**config.mk**
```make
export PLATFORM = sky130hd
export DESIGN_NAME = rsc_top
export DESIGN_NICKNAME = d
export VERILOG_FILES = /design/src/hdl/rsc_pkg.sv /design/src/hdl/rsc_pin_if.sv /design/src/hdl/rsc_sync.sv /design/src/hdl/rsc_top.sv
export VERILOG_INCLUDE_DIRS = /design/src /design/src/hdl
export SDC_FILE = /design/constraint.sdc
export NUM_CORES = 1
export LEC_CHECK = 0
export CAP_MARGIN = 30
export CORE_AREA = 2 2 45 47
export DETAILED_ROUTE_END_ITERATION = 8
export DIE_AREA = 0 0 47 49
export DONT_BUFFER_PORTS = 1
export PLACE_DENSITY_LB_ADDON = 0.08
export SLEW_MARGIN = 5
export SYNTH_ARGS = -nofsm -noshare
export SYNTH_HDL_FRONTEND = slang
export SYNTH_SLANG_ARGS = --single-unit
```
**constraint.sdc**
```tcl
create_clock -name i_clk -period 1.1 [get_ports i_clk]
set_input_delay 0.11 -clock i_clk [delete_from_list [all_inputs] [get_ports i_clk]]
set_output_delay 0.11 -clock i_clk [all_outputs]
set_load 0.005 [all_outputs]
```
**src/hdl/rsc_map.svh**
```systemverilog
// constants for the reset and suspend control block
`ifndef RSC_MAP_SVH
`define RSC_MAP_SVH

// ----------------------------------------------------------------
// pin positions in the synchronised vector
// ----------------------------------------------------------------
`define RSC_PIN_COLD_N   0
`define RSC_PIN_BUS_N    1
`define RSC_PIN_SUSPEND  2
`define RSC_PIN_COUNT    3

// ----------------------------------------------------------------
// reset values
// ----------------------------------------------------------------
`define RSC_SYNC_RST     3'h0
`define RSC_CFG_RST      8'h00
`define RSC_WAKE_RST     8'h00

`endif

```
**src/hdl/rsc_pkg.sv**
```systemverilog
// types shared by the reset and suspend control block
package rsc_pkg;

  typedef enum logic [2:0] {
    RSC_ST_INIT = 3'b000,
    RSC_ST_COLD = 3'b001,
    RSC_ST_BUS  = 3'b010,
    RSC_ST_HOLD = 3'b011,
    RSC_ST_RUN  = 3'b100
  } rsc_state_t;

endpackage

```
**src/hdl/rsc_pin_if.sv**
```systemverilog
// synchronised reset and suspend levels passed between block modules
`timescale 1ns/1ps
`default_nettype none

interface rsc_pin_if;
  logic cold_n;
  logic bus_n;
  logic suspend;

  modport src (output cold_n, output bus_n, output suspend);
  modport dst (input cold_n, input bus_n, input suspend);
endinterface

`default_nettype wire

```
**src/hdl/rsc_sync.sv**
```systemverilog
// two-stage synchroniser for the reset and suspend pins
`timescale 1ns/1ps
`default_nettype none
`include "rsc_map.svh"

module rsc_sync #(
  parameter int WIDTH = `RSC_PIN_COUNT
) (
  // clock and reset
  input  wire logic             i_clk,
  input  wire logic             i_rst,
  // raw pins
  input  wire logic [WIDTH-1:0] i_pins,
  // synchronised levels
  rsc_pin_if.src                pin
);

  logic [WIDTH-1:0] meta_q;
  logic [WIDTH-1:0] sync_q;

  // ----------------------------------------------------------------
  // per-bit stages
  // ----------------------------------------------------------------
  // reset value 0 reads as both resets asserted: safe, floated
  genvar g;
  generate
    for (g = 0; g < WIDTH; g++)
    begin : g_bit
      always_ff @(posedge i_clk)
      begin
        if (i_rst)
        begin
          meta_q[g] <= 1'b0;
          sync_q[g] <= 1'b0;
        end
        else
        begin
          meta_q[g] <= i_pins[g];
          sync_q[g] <= meta_q[g];
        end
      end
    end
  endgenerate

  assign pin.cold_n  = sync_q[`RSC_PIN_COLD_N];
  assign pin.bus_n   = sync_q[`RSC_PIN_BUS_N];
  assign pin.suspend = sync_q[`RSC_PIN_SUSPEND];

endmodule

`default_nettype wire

```
**src/hdl/rsc_top.sv**
```systemverilog
// reset and suspend control: decides clearing, preserving and floating
`timescale 1ns/1ps
`default_nettype none
`include "rsc_map.svh"

// Notes on behaviour
// - while cold reset is asserted without suspend outputs float, every register clears and the block sits at its defaults.
// - with suspend enabled, cold reset floats the outputs but leaves every register as it was.
// - while bus reset is asserted without suspend outputs float and only the bus-class registers clear.
// - nothing works while bus reset is asserted: user writes are ignored.
// - after bus reset without suspend is released the block runs with cfg at its default and the wake context kept.
// - suspend together with bus reset floats the outputs and keeps every register.
// - all bus-side inputs are sampled on the rising edge of the bus clock.
module rsc_top #(
  parameter int DATA_W = 8
) (
  // clock and reset
  input  wire logic              i_clk,
  input  wire logic              i_rst,
  // reset and suspend pins from the host
  input  wire logic              i_cold_global_reset_n,
  input  wire logic              i_host_bus_reset_n,
  input  wire logic              i_suspend,
  // user-side register writes
  input  wire logic              i_wr_cfg,
  input  wire logic              i_wr_wake,
  input  wire logic [DATA_W-1:0] i_wr_data,
  // user-side status
  output logic                   o_out_en,
  output logic                   o_func_en,
  output logic                   o_clr_all,
  output logic                   o_clr_bus,
  output logic [2:0]             o_state,
  // register contents
  output logic [DATA_W-1:0]      o_cfg,
  output logic [DATA_W-1:0]      o_wake_ctx
);

  rsc_pin_if pin ();

  rsc_pkg::rsc_state_t state_q;
  rsc_pkg::rsc_state_t state_d;

  logic              out_en_q;
  logic              func_en_q;
  logic              clr_all_q;
  logic              clr_bus_q;
  logic              wr_ok;
  logic [DATA_W-1:0] cfg_q;
  logic [DATA_W-1:0] wake_q;

  // ----------------------------------------------------------------
  // pin synchronisation
  // ----------------------------------------------------------------
  // pins come from the host, so two flops before any decision
  rsc_sync #(
    .WIDTH (`RSC_PIN_COUNT)
  ) u_sync (
    .i_clk  (i_clk),
    .i_rst  (i_rst),
    .i_pins ({i_suspend, i_host_bus_reset_n, i_cold_global_reset_n}),
    .pin    (pin)
  );

  // ----------------------------------------------------------------
  // reset class decision
  // ----------------------------------------------------------------
  // cold reset outranks bus reset; suspend turns either into a hold
  always_comb
  begin
    if (!pin.cold_n)
    begin
      if (pin.suspend)
      begin
        state_d = rsc_pkg::RSC_ST_HOLD;
      end
      else
      begin
        state_d = rsc_pkg::RSC_ST_COLD;
      end
    end
    else if (!pin.bus_n)
    begin
      if (pin.suspend)
      begin
        state_d = rsc_pkg::RSC_ST_HOLD;
      end
      else
      begin
        state_d = rsc_pkg::RSC_ST_BUS;
      end
    end
    else
    begin
      state_d = rsc_pkg::RSC_ST_RUN;
    end
  end

  always_ff @(posedge i_clk)
  begin
    if (i_rst)
    begin
      state_q <= rsc_pkg::RSC_ST_INIT;
    end
    else
    begin
      state_q <= state_d;
    end
  end

  // ----------------------------------------------------------------
  // output buffer and function enables
  // ----------------------------------------------------------------
  // every reset class floats the pins, including the suspend hold
  always_ff @(posedge i_clk)
  begin
    if (i_rst)
    begin
      out_en_q  <= 1'b0;
      func_en_q <= 1'b0;
    end
    else
    begin
      out_en_q  <= (state_d == rsc_pkg::RSC_ST_RUN);
      func_en_q <= (state_d == rsc_pkg::RSC_ST_RUN);
    end
  end

  // ----------------------------------------------------------------
  // clear strobes for the rest of the chip
  // ----------------------------------------------------------------
  // held as levels for the whole reset, so late-starting logic still sees them
  always_ff @(posedge i_clk)
  begin
    if (i_rst)
    begin
      clr_all_q <= 1'b1;
      clr_bus_q <= 1'b1;
    end
    else
    begin
      case (state_d)
        rsc_pkg::RSC_ST_COLD:
        begin
          clr_all_q <= 1'b1;
          clr_bus_q <= 1'b1;
        end
        rsc_pkg::RSC_ST_BUS:
        begin
          clr_all_q <= 1'b0;
          clr_bus_q <= 1'b1;
        end
        rsc_pkg::RSC_ST_HOLD:
        begin
          clr_all_q <= 1'b0;
          clr_bus_q <= 1'b0;
        end
        default:
        begin
          clr_all_q <= 1'b0;
          clr_bus_q <= 1'b0;
        end
      endcase
    end
  end

  // ----------------------------------------------------------------
  // register contents
  // ----------------------------------------------------------------
  // writes land only while running, never in the cycle a reset is seen
  assign wr_ok = (state_q == rsc_pkg::RSC_ST_RUN) &&
                 (state_d == rsc_pkg::RSC_ST_RUN);

  // bus-class register: cleared by either reset unless suspended
  always_ff @(posedge i_clk)
  begin
    if (i_rst)
    begin
      cfg_q <= DATA_W'(`RSC_CFG_RST);
    end
    else
    begin
      case (state_d)
        rsc_pkg::RSC_ST_COLD:
        begin
          cfg_q <= DATA_W'(`RSC_CFG_RST);
        end
        rsc_pkg::RSC_ST_BUS:
        begin
          cfg_q <= DATA_W'(`RSC_CFG_RST);
        end
        rsc_pkg::RSC_ST_HOLD:
        begin
          cfg_q <= cfg_q;
        end
        default:
        begin
          if (wr_ok && i_wr_cfg)
          begin
            cfg_q <= i_wr_data;
          end
        end
      endcase
    end
  end

  // wake context survives bus reset so a deep-sleep wake keeps its cause
  always_ff @(posedge i_clk)
  begin
    if (i_rst)
    begin
      wake_q <= DATA_W'(`RSC_WAKE_RST);
    end
    else
    begin
      case (state_d)
        rsc_pkg::RSC_ST_COLD:
        begin
          wake_q <= DATA_W'(`RSC_WAKE_RST);
        end
        rsc_pkg::RSC_ST_BUS:
        begin
          wake_q <= wake_q;
        end
        rsc_pkg::RSC_ST_HOLD:
        begin
          wake_q <= wake_q;
        end
        default:
        begin
          if (wr_ok && i_wr_wake)
          begin
            wake_q <= i_wr_data;
          end
        end
      endcase
    end
  end

  // ----------------------------------------------------------------
  // outputs
  // ----------------------------------------------------------------
  assign o_out_en   = out_en_q;
  assign o_func_en  = func_en_q;
  assign o_clr_all  = clr_all_q;
  assign o_clr_bus  = clr_bus_q;
  assign o_state    = state_q;
  assign o_cfg      = cfg_q;
  assign o_wake_ctx = wake_q;

endmodule

`default_nettype wire

```
==> impl_metrics.yaml <==
worst_setup_path:
  slowest_stage: "and4bb_4"
  setup.worst_path.end_class: "flop"
  crit_family: "simple AND/OR/NAND/NOR gates"
  required_ps: 1360
  cp-start-kind: "flop"
  rrSetupSlack_ps: 20
  cp_max_fo: 8
  ff2ff_path_depth: 3
  reg2reg_to: "o_cfg[3]"
  path_cells: "and4bb_4 -> nand3_1 -> a21oi_2"
  critPathBufInv: 0
  path_class: "reg -> reg"
  crit_arrival_ps: 1350
  worst_path_largest_cell_delay_ps: 380
  reg2reg_from: "o_state[0]"
synthesis:
  yosysUniqueCellTypes: 18
  netlist_area_um2: 1020
  yosysTopAreaCell: "dfxtp_1"
  synthTopCellsByCount: "dfxtp_1, nand2_1, a21oi_1"
  synth_top_area_share_pct: 55.0
  ys_warn_count: 0
  ys_seq_elements: 28
  seq_area_frac_synth_pct: 55.0
  synth_area_leaders: "dfxtp_1, mux2i_1, nand2_1"
  synth.most_common_cell: "dfxtp_1"
  synth_edf_count: 0
  syn_nets: 116
  ys.flop_type: "dfxtp_1"
  postSynthAreaPerCell_um2: 10.1
  netlist_instances: 101
  async_flop_share_pct: 0
cts:
  tritoncts: "built"
  clockBufferDepth: 2
  cts_buffers: 3
  cts_setup_buffers: 0
  root_buffer: "clkbuf_4"
  clock_sinks: 28
  htree_levels: 1
  worst_setup_hold_path_clk_slew_ps: 140
  clk_latency_ps: 320
hold_path:
  min_from: "i_wr_wake"
  hold_class: "in -> reg"
  hold_path_depth: 2
  whs_endpoint: "o_wake_ctx[0]"
place:
  pre_cts_ws_ps: -47.1
  routabilityCongestion: 0.701
  dp_hpwl_um: 1370
  placement.io_buffers: 0
floorplanning:
  start_util_pct: 55.3
  io-pin-count: 38
  core_area_um2: 1840
  die_w_um: 47
  dieArea_um2: 2300
  die_height_um: 49
  rows: 16
detailed_routing:
  vias: 739
  viasPerCell: 5.17
  drc: 0
  drtIter0Drc: 12
  wire_per_inst_um: 14.2
  antenna_left: 0
  dr.pass1.iters: 4
  wirelength_um: 2030
layout:
  nets: 132
  diodes: 0
  fillers: 156
  regArea_um2: 566
  drive_above_1_share_pct: 17.2
  area_growth_pct: 22.6
  fin_util_pct: 67.8
  multiInputGateArea_um2: 453
grt:
  grtUsageMet1_pct: 23.6
  grt_overflow: 0
  antenna_found_initial: 0
  grt_pass1_vias: 717
  grt_busiest_layer: "met2"
  grt_max_degree: 16
  track_usage_pct: 19.0
  grtUsageMet3_pct: 2.96
  grt_pass1_wl_um: 3120
  use_met2_pct: 31.1
timing:
  setup_viol: 0
  min_period_over_period_pct: 98.6
  drv_slew: 0
  hold_viol_final: 0
  finalWorstSetupSlack_ps: 15.5
  fin_skew_ps: 1.19
  finalCriticalPeriod_ps: 1080
  worst_pin_slew_ps: 470
  slew_headroom_pct: 68.7
  timing.hold.ws_ps: 63.1
  fmax_mhz: 922
  rsz0062_at_grt: "yes"
power:
  power_frac_seq_pct: 64.2
  p_per_area_nw_per_um2: 1300
  leakagePower_nw: 0.489
  p_sw_w: 0.000331
  swShare_pct: 20.3
  pwr-share-clk_pct: 29.6
  p_int_w: 0.00130
  ir_drop_mv: 1.08
  power_frac_comb_pct: 6.2
status:
  status: "complete, no violations"
flow_run:
  maxCapViolCount: 0
## worst max-delay path by stage
stage,from,endpoint,slack (ps),cells after the start
3_5_place_dp,o_state[0],o_cfg[3],-50,3
2_1_floorplan,o_state[2],o_cfg[0],120,3
4_1_cts,u_sync.pin.cold_n,o_wake_ctx[7],2,3
3_3_place_gp,o_state[0],o_cfg[3],8,3
6_report,o_state[0],o_cfg[3],20,3
5_1_grt,o_state[0],o_cfg[3],-40,3
## kinds of logic after synthesis
group / count (synthesis) / synth area share (%)
AOI/OAI and AO/OA: 19 / 11.2
and+or+nand+nor: 40 / 22.2
buffers and inverters: 6 / 3.68
DFF: 28 / 55.0
muxes: 8 / 7.86
## power groups by stage
stage                     combinational, W  clock [W]  sequential, W
after floorplan                  0.0000440          0        0.00106
after global placement           0.0000497          0        0.00106
after detailed placement         0.0000497          0        0.00106
after CTS                        0.0000979   0.000498        0.00104
after global routing              0.000111   0.000530        0.00105
final                             0.000102   0.000481        0.00104
## sequential cells by signal (all words and copies together) (netlist names)
name                cells
u_sync.meta_q           3
u_sync.pin.suspend      1
o_wake_ctx              8
o_state                 3
o_clr_all               1
o_cfg                   8
u_sync.pin.cold_n       1
o_func_en               1
u_sync.pin.bus_n        1
o_clr_bus               1
## metal layers
metal / up-vias / part of all wire, %
li1: 371 / -
met1: 344 / 43
met2: 20 / 51
met3: 4 / 4.4
met4: 0 / 1.5
met5: - / 0
## cell type report
class | instances | area share (%)
clock buffers | 4 | 2.91
inverters | 1 | 0.301
multi-input cells | 67 | 36.3
flip-flops and latches | 28 | 45.3
well taps | 27 | 2.71
repair buffers | 16 | 12.5
## timing repair
item | CTS | global route
setup endpoints to repair | 8 | 16
cloned | 0 | 0
endpoints found under the hold margin | 26 | 0
gates resized for setup | 5 | 11
hold buffers | 12 | 0
pin swaps | 0 | 1
## layout by cell type (no fill, tap or decap), types with 3 or more instances in the layout
master,count
nand3_1,8
a21oi_1,8
o21ai_0,5
buf_4,3
nand2b_1,5
nor2_1,4
nand2_1,12
dfxtp_2,4
mux2i_1,8
nor2b_1,6
dfxtp_1,24
dlygate4sd3_1,11
o21ai_1,3
clkbuf_4,3
## stage by stage
stage / cell area (µm²) / TNS (ps) / cells / total power, W
after global placement: 1050 / 0 / 127 / 0.00111
after detailed placement: 1050 / -175 / 127 / 0.00111
final: 1250 / 0 / 143 / 0.00163
after floorplan: 1020 / 0 / 101 / 0.00111
after CTS: 1220 / 0 / 143 / 0.00164
after global routing: 1250 / -47.6 / 143 / 0.00169
(Power assumes the default switching activity.)
